===== config.mk =====
export PLATFORM = sky130hd
export DESIGN_NAME = aod_decoder
export DESIGN_NICKNAME = d
export VERILOG_FILES = /design/src/core/aod_pkg.sv /design/src/core/aod_decoder.sv /design/src/core/aod_reg_field.sv /design/src/core/aod_cycle_pick.sv
export SDC_FILE = /design/constraint.sdc
export NUM_CORES = 1
export LEC_CHECK = 0
export ABC_AREA = 1
export ABC_CLOCK_PERIOD_IN_PS = 1500
export BUFFER_PORTS_ARGS = -buffer_cell sky130_fd_sc_hd__buf_2
export CAP_MARGIN = 20
export CORE_MARGIN = 3
export CORE_UTILIZATION = 40
export CTS_BUF_LIST = sky130_fd_sc_hd__clkbuf_4 sky130_fd_sc_hd__clkbuf_8
export DETAILED_ROUTE_END_ITERATION = 8
export GPL_TIMING_DRIVEN = 0
export PLACE_DENSITY = 0.66
export RECOVER_POWER = 25
export SYNTH_ARGS = -nofsm -noshare
export SYNTH_HDL_FRONTEND = slang
export SYNTH_SLANG_ARGS = --single-unit
export TNS_END_PERCENT = 100

===== constraint.sdc =====
create_clock -name ref_clk_i -period 1.5 [get_ports ref_clk_i]
set_input_delay 0.45 -clock ref_clk_i [delete_from_list [all_inputs] [get_ports ref_clk_i]]
set_output_delay 0.45 -clock ref_clk_i [all_outputs]
set_load 0.05 [all_outputs]

===== src/core/aod_pkg.sv =====
// Constants, opcode encodings and cycle counts for the arithmetic/logic opcode decoder.
// Assumes a single processor clock domain; shared by the decoder and its helper modules.
package aod_pkg;

  // ***************************************************************
  // Operation classes
  // ***************************************************************
  typedef enum logic [5:0] {
    AOD_OP_ILLEGAL, AOD_OP_ADD, AOD_OP_ADC, AOD_OP_SUB, AOD_OP_SUB_BORROW,
    AOD_OP_AND, AOD_OP_XOR, AOD_OP_OR, AOD_OP_COMPARE,
    AOD_OP_ROT_LEFT_CIRC, AOD_OP_ROT_RIGHT_CIRC, AOD_OP_ROT_LEFT_CARRY, AOD_OP_ROT_RIGHT_CARRY,
    AOD_OP_PAIR_SUM, AOD_OP_PAIR_INC, AOD_OP_PAIR_DEC,
    AOD_OP_INV_ACC, AOD_OP_CARRY_SET, AOD_OP_CARRY_INV, AOD_OP_DEC_ADJ,
    AOD_OP_PORT_IN, AOD_OP_PORT_OUT, AOD_OP_INT_EN, AOD_OP_INT_MASK,
    AOD_OP_IDLE, AOD_OP_STOP
  } aod_op_t;

  typedef enum logic [1:0] {
    AOD_SRC_NONE, AOD_SRC_REG, AOD_SRC_MEM, AOD_SRC_IMM
  } aod_src_t;

  typedef enum logic [2:0] {
    AOD_REG_B, AOD_REG_C, AOD_REG_D, AOD_REG_E,
    AOD_REG_H, AOD_REG_L, AOD_REG_MEM, AOD_REG_A
  } aod_reg_t;

  // ***************************************************************
  // Field positions and fixed encodings
  // ***************************************************************
  localparam int AOD_SRC_LSB = 0;
  localparam int AOD_GRP_LSB = 3;
  localparam int AOD_RP_LSB = 4;
  localparam logic [2:0] AOD_FIELD_MEM = 3'h6;
  localparam logic [7:0] AOD_ROT_LEFT = 8'h07;
  localparam logic [7:0] AOD_ROT_RIGHT = 8'h0f;
  localparam logic [7:0] AOD_ROT_LEFT_C = 8'h17;
  localparam logic [7:0] AOD_ROT_RIGHT_C = 8'h1f;
  localparam logic [7:0] AOD_DEC_ADJ = 8'h27;
  localparam logic [7:0] AOD_INV_ACC = 8'h2f;
  localparam logic [7:0] AOD_CARRY_SET = 8'h37;
  localparam logic [7:0] AOD_CARRY_INV = 8'h3f;
  localparam logic [7:0] AOD_PORT_IN = 8'hdb;
  localparam logic [7:0] AOD_PORT_OUT = 8'hd3;
  localparam logic [7:0] AOD_INT_EN = 8'hfb;
  localparam logic [7:0] AOD_INT_MASK = 8'hf3;
  localparam logic [7:0] AOD_IDLE = 8'h00;
  localparam logic [7:0] AOD_STOP = 8'h76;

  // ***************************************************************
  // Cycle counts and reset values
  // ***************************************************************
  localparam logic [4:0] AOD_CYC_4 = 5'h04;
  localparam logic [4:0] AOD_CYC_5 = 5'h05;
  localparam logic [4:0] AOD_CYC_7 = 5'h07;
  localparam logic [4:0] AOD_CYC_10 = 5'h0a;
  localparam logic [4:0] AOD_CYC_RST = 5'h00;
  localparam logic [7:0] AOD_BYTE_RST = 8'h00;

endpackage


===== src/core/aod_decoder.sv =====
// Top of the arithmetic/logic opcode decoder: registers one decoded opcode per request taken while idle,
// then, for an opcode with an extra byte, collects the operand byte that follows it in program memory.
// Assumes the fetch path presents opcode and operand bytes from the same clock domain.
`timescale 1ns/1ps
`default_nettype none
module aod_decoder
  import aod_pkg::*;
(
  input wire logic ref_clk_i,
  input wire logic rst_b_i,
  input wire logic op_valid_i,
  input wire logic [7:0] opcode_i,
  input wire logic cond_met_i,
  input wire logic byte_valid_i,
  input wire logic [7:0] byte_i,
  output aod_op_t op_o,
  output aod_src_t src_o,
  output aod_reg_t src_reg_o,
  output aod_reg_t dest_reg_o,
  output logic [1:0] pair_o,
  output logic [4:0] cycles_o,
  output logic [1:0] extra_bytes_o,
  output logic legal_o,
  output logic dec_valid_o,
  output logic operand_valid_o,
  output logic [7:0] operand_o,
  output logic busy_o
);

  // ***************************************************************
  // Helpers
  // ***************************************************************
  // Grouped ALU operation from bits 5:3 of an arithmetic/logic opcode.
  function automatic aod_op_t alu_group(input logic [2:0] grp);
    aod_op_t r;
    r = AOD_OP_ILLEGAL;
    unique case (grp)
      3'h0: r = AOD_OP_ADD;
      3'h1: r = AOD_OP_ADC;
      3'h2: r = AOD_OP_SUB;
      3'h3: r = AOD_OP_SUB_BORROW;
      3'h4: r = AOD_OP_AND;
      3'h5: r = AOD_OP_XOR;
      3'h6: r = AOD_OP_OR;
      3'h7: r = AOD_OP_COMPARE;
    endcase
    return r;
  endfunction

  typedef enum logic [1:0] {
    AOD_ST_IDLE, AOD_ST_OPERAND
  } aod_state_t;

  logic [2:0] src_field;
  logic [2:0] grp_field;
  aod_reg_t src_code;
  logic src_is_mem;
  aod_reg_t dest_code;
  logic dest_is_mem;
  logic [4:0] pick_cycles;

  assign src_field = opcode_i[AOD_SRC_LSB +: 3];
  assign grp_field = opcode_i[AOD_GRP_LSB +: 3];

  aod_reg_field u_src_field (
    .field_i(src_field),
    .reg_o(src_code),
    .is_mem_o(src_is_mem)
  );

  aod_reg_field u_dest_field (
    .field_i(grp_field),
    .reg_o(dest_code),
    .is_mem_o(dest_is_mem)
  );

  // ***************************************************************
  // Combinational decode
  // ***************************************************************
  aod_op_t d_op;
  aod_src_t d_src;
  logic [4:0] d_cyc;
  logic [1:0] d_extra;

  always_comb begin
    d_op = AOD_OP_ILLEGAL;
    d_src = AOD_SRC_NONE;
    d_cyc = AOD_CYC_4;
    d_extra = 2'h0;
    if (opcode_i[7:6] == 2'h2) begin
      d_op = alu_group(grp_field);
      d_src = src_is_mem ? AOD_SRC_MEM : AOD_SRC_REG;
      d_cyc = src_is_mem ? AOD_CYC_7 : AOD_CYC_4;
    end else if (opcode_i[7:6] == 2'h3 && src_field == AOD_FIELD_MEM) begin
      d_op = alu_group(grp_field);
      d_src = AOD_SRC_IMM;
      d_cyc = AOD_CYC_7;
      d_extra = 2'h1;
    end else if (opcode_i[7:6] == 2'h0 && opcode_i[3:0] == 4'h9 && opcode_i[5:4] != 2'h3) begin
      d_op = AOD_OP_PAIR_SUM;
      d_cyc = AOD_CYC_10;
    end else if (opcode_i[7:6] == 2'h0 && opcode_i[2:0] == 3'h3 && opcode_i[5:4] != 2'h3) begin
      d_op = opcode_i[3] ? AOD_OP_PAIR_DEC : AOD_OP_PAIR_INC;
      d_cyc = AOD_CYC_5;
    end else begin
      unique case (opcode_i)
        AOD_ROT_LEFT: d_op = AOD_OP_ROT_LEFT_CIRC;
        AOD_ROT_RIGHT: d_op = AOD_OP_ROT_RIGHT_CIRC;
        AOD_ROT_LEFT_C: d_op = AOD_OP_ROT_LEFT_CARRY;
        AOD_ROT_RIGHT_C: d_op = AOD_OP_ROT_RIGHT_CARRY;
        AOD_INV_ACC: d_op = AOD_OP_INV_ACC;
        AOD_CARRY_SET: d_op = AOD_OP_CARRY_SET;
        AOD_CARRY_INV: d_op = AOD_OP_CARRY_INV;
        AOD_DEC_ADJ: d_op = AOD_OP_DEC_ADJ;
        AOD_PORT_IN: begin
          d_op = AOD_OP_PORT_IN;
          d_cyc = AOD_CYC_10;
          d_extra = 2'h1;
        end
        AOD_PORT_OUT: begin
          d_op = AOD_OP_PORT_OUT;
          d_cyc = AOD_CYC_10;
          d_extra = 2'h1;
        end
        AOD_INT_EN: d_op = AOD_OP_INT_EN;
        AOD_INT_MASK: d_op = AOD_OP_INT_MASK;
        AOD_IDLE: d_op = AOD_OP_IDLE;
        AOD_STOP: begin
          d_op = AOD_OP_STOP;
          d_cyc = AOD_CYC_7;
        end
        default: d_op = AOD_OP_ILLEGAL;
      endcase
    end
  end

  // None of the decoded rows carry two counts; the picker is kept in the
  // path so that a flag-dependent row added later takes its count from the flag.
  aod_cycle_pick u_pick (
    .dual_i(1'b0),
    .cond_met_i(cond_met_i),
    .short_i(d_cyc),
    .long_i(d_cyc),
    .cycles_o(pick_cycles)
  );

  // ***************************************************************
  // Decode and operand registers
  // ***************************************************************
  aod_state_t st_r, st_nxt;
  aod_op_t op_r, op_nxt;
  aod_src_t src_r, src_nxt;
  aod_reg_t sreg_r, sreg_nxt, dreg_r, dreg_nxt;
  logic [1:0] pair_r, pair_nxt, extra_r, extra_nxt;
  logic [4:0] cyc_r, cyc_nxt;
  logic legal_r, legal_nxt, dv_r, dv_nxt, ov_r, ov_nxt;
  logic [7:0] opnd_r, opnd_nxt;
  logic busy_r, busy_nxt;

  always_comb begin
    st_nxt = st_r;
    op_nxt = op_r;
    src_nxt = src_r;
    sreg_nxt = sreg_r;
    dreg_nxt = dreg_r;
    pair_nxt = pair_r;
    extra_nxt = extra_r;
    cyc_nxt = cyc_r;
    legal_nxt = legal_r;
    opnd_nxt = opnd_r;
    dv_nxt = 1'b0;
    ov_nxt = 1'b0;
    unique case (st_r)
      AOD_ST_IDLE: begin
        if (op_valid_i) begin
          op_nxt = d_op;
          src_nxt = d_src;
          sreg_nxt = src_code;
          dreg_nxt = dest_code;
          pair_nxt = opcode_i[AOD_RP_LSB +: 2];
          extra_nxt = d_extra;
          cyc_nxt = pick_cycles;
          legal_nxt = (d_op != AOD_OP_ILLEGAL);
          dv_nxt = 1'b1;
          if (d_extra != 2'h0) begin
            st_nxt = AOD_ST_OPERAND;
          end
        end
      end
      AOD_ST_OPERAND: begin
        if (byte_valid_i) begin
          opnd_nxt = byte_i;
          ov_nxt = 1'b1;
          st_nxt = AOD_ST_IDLE;
        end
      end
      default: st_nxt = AOD_ST_IDLE;
    endcase
    // Busy is registered from the next state, so the port needs no decode of the state.
    busy_nxt = (st_nxt == AOD_ST_OPERAND);
  end

  always_ff @(posedge ref_clk_i or negedge rst_b_i) begin
    if (!rst_b_i) begin
      st_r <= AOD_ST_IDLE;
      op_r <= AOD_OP_ILLEGAL;
      src_r <= AOD_SRC_NONE;
      sreg_r <= AOD_REG_B;
      dreg_r <= AOD_REG_B;
      pair_r <= 2'h0;
      extra_r <= 2'h0;
      cyc_r <= AOD_CYC_RST;
      legal_r <= 1'b0;
      dv_r <= 1'b0;
      ov_r <= 1'b0;
      opnd_r <= AOD_BYTE_RST;
      busy_r <= 1'b0;
    end else begin
      st_r <= st_nxt;
      op_r <= op_nxt;
      src_r <= src_nxt;
      sreg_r <= sreg_nxt;
      dreg_r <= dreg_nxt;
      pair_r <= pair_nxt;
      extra_r <= extra_nxt;
      cyc_r <= cyc_nxt;
      legal_r <= legal_nxt;
      dv_r <= dv_nxt;
      ov_r <= ov_nxt;
      opnd_r <= opnd_nxt;
      busy_r <= busy_nxt;
    end
  end

  assign op_o = op_r;
  assign src_o = src_r;
  assign src_reg_o = sreg_r;
  assign dest_reg_o = dreg_r;
  assign pair_o = pair_r;
  assign cycles_o = cyc_r;
  assign extra_bytes_o = extra_r;
  assign legal_o = legal_r;
  assign dec_valid_o = dv_r;
  assign operand_valid_o = ov_r;
  assign operand_o = opnd_r;
  assign busy_o = busy_r;
endmodule
`default_nettype wire


===== src/core/aod_reg_field.sv =====
// Decodes a three-bit register selector field into a register code and memory flag.
// Assumes a pure combinational use inside the decoder; no clock.
`timescale 1ns/1ps
`default_nettype none
module aod_reg_field
  import aod_pkg::*;
(
  input wire logic [2:0] field_i,
  output aod_reg_t reg_o,
  output logic is_mem_o
);

  always_comb begin
    reg_o = aod_reg_t'(field_i);
    is_mem_o = (field_i == AOD_FIELD_MEM);
  end

endmodule
`default_nettype wire


===== src/core/aod_cycle_pick.sv =====
// Chooses between the short and long cycle count of a flag-dependent instruction.
// Assumes the flag is already sampled in the processor clock domain.
`timescale 1ns/1ps
`default_nettype none
module aod_cycle_pick
  import aod_pkg::*;
(
  input wire logic dual_i,
  input wire logic cond_met_i,
  input wire logic [4:0] short_i,
  input wire logic [4:0] long_i,
  output logic [4:0] cycles_o
);

  always_comb begin
    cycles_o = (dual_i && cond_met_i) ? long_i : short_i;
  end

endmodule
`default_nettype wire


==> results.sh, run 1 <==
export IMPL_drt_total_wl_um=3770
export IMPL_synth_area_leader_cell="dfrtp_1"
export IMPL_drive_gt1_share_pct=29.6
export IMPL_first_global_vias=1419
export IMPL_postSynthCellCount=218
export IMPL_synth_cell_types=22
export IMPL_nFillCells=379
export IMPL_cts_root_buf="clkbuf_8"
export IMPL_seq_area_um2=801
export IMPL_synth_ff_type="dfrtp_1"
export IMPL_ios=56
export IMPL_cts_max_path_buffers=2
export IMPL_reg2reg_slack_ps=200
export IMPL_vias_per_cell=4.62
export IMPL_finalCriticalPeriod_ps=1450
export IMPL_worst_ep_arrival_time_ps=1000
export IMPL_rsz0062_at_grt="yes"
export IMPL_max_freq_mhz=692
export IMPL_ys_async_sr_fraction_pct=100
export IMPL_syn_area_per_cell_um2=7.51
export IMPL_vias=1515
export IMPL_critPathMaxFanout=3
export IMPL_overflow=0
export IMPL_synth_top_area_share_pct=48.9
export IMPL_path_class="reg2out"
export IMPL_ir_drop_v=0.000575
export IMPL_post_route_util_pct=55.1
export IMPL_drtIter0Drc=87
export IMPL_die_area_mm2=0.00490
export IMPL_status="complete, no violations"
export IMPL_ant_nets=0
export IMPL_leakagePower_uw=0.00121
export IMPL_slew_violations=0
export IMPL_ys_seq_elements=32
export IMPL_hold_path_class="in2async"
export IMPL_portBuffers=51
export IMPL_place_hpwl_um=2860
export IMPL_initial_core_util_pct=43.1
export IMPL_grt_usage_pct=16.4
export IMPL_rows=22
export IMPL_period_share_pct=96.4
export IMPL_drtPass1Iterations=4
export IMPL_drv_cap=0
export IMPL_ys_seq_area_share_pct=48.9
export IMPL_grt_max_degree=33
export IMPL_endpoint_kind="output port"
export IMPL_path_clk_slew_ps=70
export IMPL_grt_pass1_wl_um=6530
export IMPL_setup_viol=0
export IMPL_finalClockSkew_ps=4.32
export IMPL_wl_per_cell_um=11.5
export IMPL_cts_sinks=32
export IMPL_synth_area_top_cells="dfrtp_1 (49%), nand2_1 (19%), nor2_1 (5.7%), inv_1 (4.6%), nand3_1 (3.7%)"
export IMPL_die_y_um=70.0
export IMPL_finalHoldViolCount=0
export IMPL_numCtsBuffers=5
export IMPL_antenna_cells=0
export IMPL_grt_antenna_before_repair=0
export IMPL_relSlewSlack_pct=50.0
export IMPL_p_total_uw=2510
export IMPL_drc=0
export IMPL_die_x_um=70.0
export IMPL_core_area_mm2=0.00380
export IMPL_clock_latency_ps=280
export IMPL_cts_tree="built"
export IMPL_synth_edff_count=0
export IMPL_fin_nets=302
export IMPL_startpoint_type="register"
export IMPL_cts_max_level=2
export IMPL_multiInputGateArea_um2=732
export IMPL_worstMarginPinSlew_ps=751
export IMPL_yosysWarnings=0
export IMPL_synth_area_mm2=0.00164
export IMPL_area_growth_pct=27.9
export IMPL_p_per_area_mw_per_mm2=1200
export IMPL_gp_congestion=1.01
export IMPL_crit_required_ps=1050
-- path summary, 6_finish.rpt --
path	from	end	cells past startpoint
setup / recovery	dest_reg_o[1]$_DFFE_PN0P_	pair_o[0]	2
hold / removal	rst_b_i	src_reg_o[0]$_DFFE_PN0P_	1
setup reg to reg	st_r[1]$_DFF_PN0_	extra_bytes_o[0]$_DFFE_PN0P_	6
hold reg to reg	operand_o[5]$_DFFE_PN0P_	operand_o[5]$_DFFE_PN0P_	2
max in group asynchronous	rst_b_i	op_o[3]$_DFFE_PN0P_	1
min in group ref_clk_i	byte_i[2]	operand_o[2]$_DFFE_PN0P_	3
-- synthesized netlist by cell type (2+ instances only) --
cell and instances:
nand4_1 2, dfrtp_1 32, nor2_2 7, o21ai_0 11, nand3_1 12, ha_1 2
nand2_1 81, buf_4 5, inv_1 20, clkbuf_1 2, nand2_2 6, a21oi_1 4
nor2_1 25
-- kinds of logic (layout without fill, tap and decap cells) --
group / count (synthesis) / in the layout / share of synthesized area, %
simple gates: 136 / 136 / 35.0
flops: 32 / 32 / 48.9
buf+inv: 29 / 88 / 8.25
compound gates: 18 / 18 / 6.11
fa+ha+maj: 2 / 2 / 1.53
other cells: 1 / 4 / 0.229
-- area by class of cell --
class,instances,share of cell area [%]
flip-flops and latches,32,38.2
plain buffers,8,2.69
multi-input cells,160,34.9
well taps,48,2.87
clock buffers,6,3.64
clock inverters,2,1.67
repair buffers,51,12.2
inverters,21,3.76
-- through the flow --
stage	area (um2)	setup slack, ps	std cells	hold slack, ps	setup TNS [ps]
finish	2090	54.5	328	228	0
global route	2090	-57.1	328	284	-57.1
CTS	2080	39.8	328	229	0
detailed placement	1960	-192	320	457	-1480
global placement	1960	-186	320	451	-1490
floorplan	1650	146	221	154	0
-- critical path: stages, from the launching register on --
cell     delay [ps]
dfrtp_1         390
buf_4           130
buf_2           200
-- routing by layer --
metal | track usage [%] | part of all wire (%) | routed length [um] | vias up
met3 | 5.61 | 7.6 | 285 | 5
met5 | 0 | 0 | 0 | -
met2 | 24.6 | 44 | 1660 | 51
li1 | - | - | - | 792
met1 | 22.7 | 47 | 1780 | 667
met4 | 4.47 | 1.1 | 43 | 0
-- cell usage in the layout, fill, tap and decap left out, types with 4 or more instances in the layout --
cell type,synthesis,final
buf_2,0,50
inv_1,20,19
nand2_1,81,81
nor2_1,25,24
nor2_2,7,8
o21ai_0,11,11
nand2_2,6,5
nand3_1,12,11
conb_1,1,4
dfrtp_1,32,32
a21oi_1,4,4
buf_4,5,5
clkbuf_8,0,5
-- state kept, by name, summed over array words and instances, names as in the netlist, 2 cells and up --
signal,cells
src_o,2
operand_o,8
src_reg_o,3
dest_reg_o,3
op_o,5
st_r,2
cycles_o,4
-- repair_timing --
| item | 4_1_cts | 5_1_grt |
|---|---|---|
| hold buffers | 0 | 0 |
| gates resized for setup | 0 | 5 |
| endpoints found under the setup margin | 0 | 16 |
| setup buffers | 0 | 0 |
-- where the power goes --
group	internal, uW	switching (uW)
clock network	511	314
logic	160	531
registers	948	43.1
Power figures use the tool's default switching activity.
==> inputs of run 2 (changes only) <==
--- a/config.mk
+++ b/config.mk
@@ -7,7 +7,7 @@
 export LEC_CHECK = 0
 export ABC_AREA = 1
 export ABC_CLOCK_PERIOD_IN_PS = 1500
-export BUFFER_PORTS_ARGS = -buffer_cell sky130_fd_sc_hd__buf_2
+export BUFFER_PORTS_ARGS = -buffer_cell sky130_fd_sc_hd__buf_4
 export CAP_MARGIN = 20
 export CORE_MARGIN = 3
 export CORE_UTILIZATION = 40
==> run 2 against run 1 <==
Effect of this change:
- power rose by 2.6%
- largest cell class unchanged
- sequential power is 0.7% higher
- non-clock buffer count is the same
- final cell count is the same
- die area did not move
- highest routed layer unchanged
- clock skew up 2.4 ps
- fmax increased by 1.1%
==> results.sh, run 2 (synthesized netlist as in run 1, its figures left out) <==
export IMPL_startpoint_type="register"
export IMPL_hold_path_class="in2async"
export IMPL_finalHoldViolCount=0
export IMPL_p_total_uw=2570
export IMPL_drt_total_wl_um=3880
export IMPL_reg2reg_slack_ps=190
export IMPL_worst_path_stages=2
export IMPL_post_cts_buffers=0
export IMPL_dp_cells=320
export IMPL_worst_path_max_delay_cell="dfrtp_1"
export IMPL_grt_usage_pct=16.4
export IMPL_stdcell_count=328
export IMPL_drtIter0Drc=61
export IMPL_final_common_cell="nand2_1"
export IMPL_dp_slack_ps=-152
export IMPL_die_x_um=70.0
export IMPL_grt_antenna_before_repair=0
export IMPL_leakagePower_uw=0.00123
export IMPL_gp_congestion=0.979
export IMPL_critPathBufInv=2
export IMPL_fin_nets=302
export IMPL_die_area_mm2=0.00490
export IMPL_path_class="reg2out"
export IMPL_relSlewSlack_pct=50.0
export IMPL_antenna_cells=0
export IMPL_crit_chain="buf_4 -> buf_4"
export IMPL_cp_endpoint="pair_o[0]"
export IMPL_first_global_vias=1428
export IMPL_core_area_mm2=0.00380
export IMPL_crit_required_ps=1050
export IMPL_final_area_mm2=0.00221
export IMPL_finalClockSkew_ps=6.70
export IMPL_cts_root_buf="clkbuf_8"
export IMPL_vias=1506
export IMPL_path_clk_slew_ps=70
export IMPL_rsz0062_at_grt="no"
export IMPL_initial_core_util_pct=43.1
export IMPL_wl_per_cell_um=11.8
export IMPL_critPathMaxStageDelay_ps=390
export IMPL_max_freq_mhz=700
export IMPL_ir_drop_v=0.000636
export IMPL_cts_tree="built"
export IMPL_die_y_um=70.0
export IMPL_mostFrequentLayoutCells="nand2_1 (81), buf_4 (55), dfrtp_1 (32)"
export IMPL_p_per_area_mw_per_mm2=1160
export IMPL_place_hpwl_um=2990
export IMPL_rr_worst_depth=4
export IMPL_status="complete, no violations"
export IMPL_vias_per_cell=4.59
export IMPL_drtPass1Iterations=4
export IMPL_drive_gt1_share_pct=28.9
export IMPL_drc=0
export IMPL_portBuffers=51
export IMPL_area_growth_pct=35.1
export IMPL_rr_startpoint="st_r[1]$_DFF_PN0_"
export IMPL_path_delay_family="flip-flops"
export IMPL_finalCriticalPeriod_ps=1430
export IMPL_r2r_end="src_reg_o[2]$_DFFE_PN0P_"
export IMPL_ios=56
export IMPL_dpl_instance_area_mm2=0.00209
export IMPL_ant_nets=0
export IMPL_worstSetupStartpoint="dest_reg_o[1]$_DFFE_PN0P_"
export IMPL_clock_latency_ps=280
export IMPL_cts_sinks=32
export IMPL_critPathMaxFanout=3
export IMPL_grt_max_degree=33
export IMPL_numCtsBuffers=5
export IMPL_grt_pass1_wl_um=6530
export IMPL_rows=22
export IMPL_crit_top_cell="buf_4"
export IMPL_setup_viol=0
export IMPL_slew_violations=0
export IMPL_setup_ws_ps=70.6
export IMPL_cts_max_path_buffers=2
export IMPL_period_share_pct=95.3
export IMPL_cts_hold_buf=0
export IMPL_worst_ep_arrival_time_ps=980
export IMPL_drv_cap=0
export IMPL_largest_reg_flops=8
export IMPL_overflow=0
export IMPL_cts_max_level=2
export IMPL_worstMarginPinSlew_ps=750
export IMPL_endpoint_kind="output port"
[run 2: cell count changes in the layout (fill, tap and decap cells not counted), sizes merged]
cell,delta
clkinvlp,+1
clkbuf,-1
[run 2: timing repair]
item,in CTS,in global routing
resized for setup,0,2
setup endpoints to repair,0,14
hold endpoints to repair,0,0
[run 2: how the worst min path moves through the flow]
stage,from,to,cells past startpoint
after CTS,rst_b_i,operand_o[5]$_DFFE_PN0P_,1
after global placement,rst_b_i,dest_reg_o[1]$_DFFE_PN0P_,1
after detailed placement,rst_b_i,dest_reg_o[1]$_DFFE_PN0P_,1
after global routing,rst_b_i,legal_o$_DFFE_PN0P_,1
after floorplan,rst_b_i,busy_o$_DFF_PN0_,0
final,rst_b_i,src_reg_o[0]$_DFFE_PN0P_,1
[run 2: per-layer routing]
| metal | wire, um | track usage (%) |
|---|---|---|
| met3 | 306 | 5.32 |
| met2 | 1800 | 24.9 |
| met5 | 0 | 0 |
| met1 | 1750 | 22.2 |
| met4 | 27 | 5.11 |
[run 2: final cells by class]
cell class	instances	area (um2)
fillers	376	1590
plain buffers	8	56.3
well taps	48	60.1
flip-flops and latches	32	801
repair buffers	51	380
inverters	21	78.8
clock buffers	5	68.8
multi-input cells	160	724
clock inverters	3	42.5
[run 2: report_power, final]
part           internal, uW  switching (uW)
Clock                   491             327
Sequential              948            49.9
Combinational           226             530
Total                  1670             907
[run 2: metrics by stage]
stage	hold WS (ps)	utilization [%]	setup TNS, ps
global route	286	58.2	0
floorplan	154	-	0
global placement	407	55.1	-1700
detailed placement	406	55.1	-1430
finish	225	58.2	0
CTS	93.4	58.0	0
==> inputs of run 3 (changes only) <==
--- a/config.mk
+++ b/config.mk
@@ -5,16 +5,15 @@
 export SDC_FILE = /design/constraint.sdc
 export NUM_CORES = 1
 export LEC_CHECK = 0
-export ABC_AREA = 1
-export ABC_CLOCK_PERIOD_IN_PS = 1500
 export BUFFER_PORTS_ARGS = -buffer_cell sky130_fd_sc_hd__buf_4
 export CAP_MARGIN = 20
+export CORE_ASPECT_RATIO = 0.9
 export CORE_MARGIN = 3
 export CORE_UTILIZATION = 40
 export CTS_BUF_LIST = sky130_fd_sc_hd__clkbuf_4 sky130_fd_sc_hd__clkbuf_8
 export DETAILED_ROUTE_END_ITERATION = 8
 export GPL_TIMING_DRIVEN = 0
-export PLACE_DENSITY = 0.66
+export PLACE_DENSITY = 0.67
 export RECOVER_POWER = 25
 export SYNTH_ARGS = -nofsm -noshare
 export SYNTH_HDL_FRONTEND = slang
==> run 3 against run 2 <==
Effect of this change:
- synthesized cell count fell by 22%
- design area fell by 3.6%
- worst setup slack got worse by 75 ps
- clock skew fell by 2.2 ps
- critical path depth rose by 3
- critical endpoint is now legal_o$_DFFE_PN0P_
- the run now ends with setup timing left
- sequential power fell by 2.3%
- flip-flop and latch count did not move
==> results.sh, run 3 <==
export IMPL_startpoint_type="register"
export IMPL_period_share_pct=100
export IMPL_cts_max_level=2
export IMPL_drt_total_wl_um=3740
export IMPL_violations="setup timing"
export IMPL_grt_max_degree=33
export IMPL_ios=56
export IMPL_rows=20
export IMPL_path_clk_slew_ps=60
export IMPL_die_x_um=71.6
export IMPL_mostFrequentLayoutCells="nand2_1 (60), buf_4 (59), dfrtp_1 (32)"
export IMPL_grt_usage_pct=17.4
export IMPL_syn_area_per_cell_um2=9.10
export IMPL_status="finished with violations"
export IMPL_worst_ep_arrival_time_ps=1640
export IMPL_leakagePower_uw=0.00112
export IMPL_worstSetupStartpoint="st_r[1]$_DFF_PN0_"
export IMPL_relSlewSlack_pct=49.5
export IMPL_slew_violations=0
export IMPL_gp_congestion=0.922
export IMPL_setup_viol=1
export IMPL_synth_area_leader_cell="dfrtp_1"
export IMPL_ir_drop_v=0.000579
export IMPL_path_class="reg2reg"
export IMPL_critPathMaxFanout=3
export IMPL_drv_cap=0
export IMPL_final_common_cell="nand2_1"
export IMPL_yosysMostFrequentCell="nand2_1"
export IMPL_antenna_cells=0
export IMPL_synth_area_top_cells="dfrtp_1 (52%), nand2_1 (15%), buf_4 (2.9%), o21ai_0 (2.6%), ha_1 (1.6%)"
export IMPL_synth_edff_count=0
export IMPL_cts_sinks=32
export IMPL_synth_cell_types=42
export IMPL_max_freq_mhz=665
export IMPL_ant_nets=0
export IMPL_drc=0
export IMPL_cts_tree="built"
export IMPL_setup_ws_ps=-3.98
export IMPL_grt_antenna_before_repair=0
export IMPL_worstMarginPinSlew_ps=758
export IMPL_rr_worst_depth=5
export IMPL_ys_async_sr_fraction_pct=100
export IMPL_yosysWarnings=0
export IMPL_drive_gt1_share_pct=35.8
export IMPL_crit_required_ps=1640
export IMPL_clock_latency_ps=270
export IMPL_cts_root_buf="clkbuf_8"
export IMPL_overflow=0
export IMPL_finalCriticalPeriod_ps=1500
export IMPL_endpoint_kind="register"
export IMPL_synth_top_area_share_pct=51.7
export IMPL_first_global_vias=1379
export IMPL_synth_common_cells="nand2_1 (60), dfrtp_1 (32), o21ai_0 (8)"
export IMPL_wl_per_cell_um=13.7
export IMPL_largest_reg_flops=8
export IMPL_ys_seq_area_share_pct=51.7
export IMPL_vias_per_cell=5.10
export IMPL_cp_endpoint="legal_o$_DFFE_PN0P_"
export IMPL_reg2reg_slack_ps=-4
export IMPL_nFillCells=335
export IMPL_dp_slack_ps=-330
export IMPL_rr_startpoint="st_r[1]$_DFF_PN0_"
export IMPL_grt_pass1_wl_um=6380
export IMPL_ys_seq_elements=32
export IMPL_synth_ff_type="dfrtp_1"
export IMPL_numCtsBuffers=5
export IMPL_fin_nets=252
export IMPL_vias=1391
export IMPL_portBuffers=47
export IMPL_core_area_mm2=0.00355
export IMPL_hold_path_class="in2async"
export IMPL_synth_area_mm2=0.00155
export IMPL_r2r_end="legal_o$_DFFE_PN0P_"
export IMPL_drtPass1Iterations=4
export IMPL_die_y_um=65.0
export IMPL_die_area_mm2=0.00465
export IMPL_whs_ps=235
export IMPL_cts_max_path_buffers=2
export IMPL_rsz0062_at_grt="yes"
export IMPL_area_growth_pct=37.8
export IMPL_finalClockSkew_ps=4.47
export IMPL_p_per_area_mw_per_mm2=1090
export IMPL_initial_core_util_pct=43.6
export IMPL_postSynthCellCount=170
export IMPL_drtIter0Drc=126
export IMPL_finalHoldViolCount=0
export IMPL_place_hpwl_um=2830
run 3: cell types whose count changed in the layout (fill, tap and decap cells not counted), moves of 5 or more:
| cell | before | now |
|---|---|---|
| nand3_1 | 11 | 4 |
| nor2_2 | 7 | 0 |
| nand2_1 | 81 | 60 |
| nor2_1 | 25 | 4 |
| inv_1 | 20 | 2 |
| nand2_2 | 6 | 1 |
run 3: through the flow:
stage	cell area [um2]	instances	util, %	power (uW)	TNS (ps)
5_1_grt	2130	273	60.0	2450	-106
3_3_place_gp	1990	264	56.0	1640	-4470
2_1_floorplan	1580	173	-	1430	-12.2
4_1_cts	2120	272	59.7	2360	-4.08
3_5_place_dp	1990	264	56.0	1650	-4400
6_report	2130	273	60.0	2340	-3.98
run 3: cells by family (layout without fill, tap and decap cells):
family / Yosys count / after routing / synth area share, %
xor gates and xnor gates: 2 / 2 / 1.13
adders and majority gates: 2 / 2 / 1.62
DFF: 32 / 32 / 51.7
and+or+nand+nor: 86 / 86 / 26.0
other: 1 / 4 / 0.242
buffers and inverters: 17 / 73 / 6.30
AOI/OAI and AO/OA: 30 / 30 / 12.9
run 3: metal layers:
metal,vias up,global-route usage (%),share of wire (%)
li1,677,-,-
met1,656,24.1,46
met2,53,26.1,46
met3,5,4.65,7.2
met4,0,5.87,0.88
met5,-,0,0
run 3: how the worst min path moves through the flow:
stage	startpoint	endpoint	slack, ps
final	rst_b_i	src_reg_o[2]$_DFFE_PN0P_	240
after global routing	rst_b_i	src_o[1]$_DFFE_PN0P_	290
after CTS	rst_b_i	src_reg_o[2]$_DFFE_PN0P_	110
after detailed placement	rst_b_i	src_reg_o[2]$_DFFE_PN0P_	400
after global placement	rst_b_i	cycles_o[0]$_DFFE_PN0P_	400
after floorplan	rst_b_i	busy_o$_DFF_PN0_	150
run 3: what timing repair did:
action | CTS | global route
hold buffers | 0 | 0
pin swaps | 2 | 3
setup buffers | 2 | 1
resized for setup | 9 | 7
endpoints found under the setup margin | 15 | 19
run 3: worst max-delay path, stage by stage, from the launching register on:
cell       delay (ps)
dfrtp_1           380
or3b_4            440
a31oi_4           190
o2111ai_2         150
a21oi_2           130
a31oi_1            80
run 3: final cells by class:
class	count	area, um2	area share [%]
Buffer	12	93.8	4.40
Inverter	4	15.0	0.704
Tap cell	44	55.1	2.58
Clock buffer	7	96.3	4.52
Sequential cell	32	801	37.5
Timing Repair Buffer	50	373	17.5
Multi-Input combinational cell	124	699	32.8
run 3: power breakdown:
| group | switching (uW) | internal, uW |
|---|---|---|
| clock | 276 | 408 |
| sequential | 41.3 | 934 |
| combinational | 461 | 215 |
| total | 779 | 1560 |
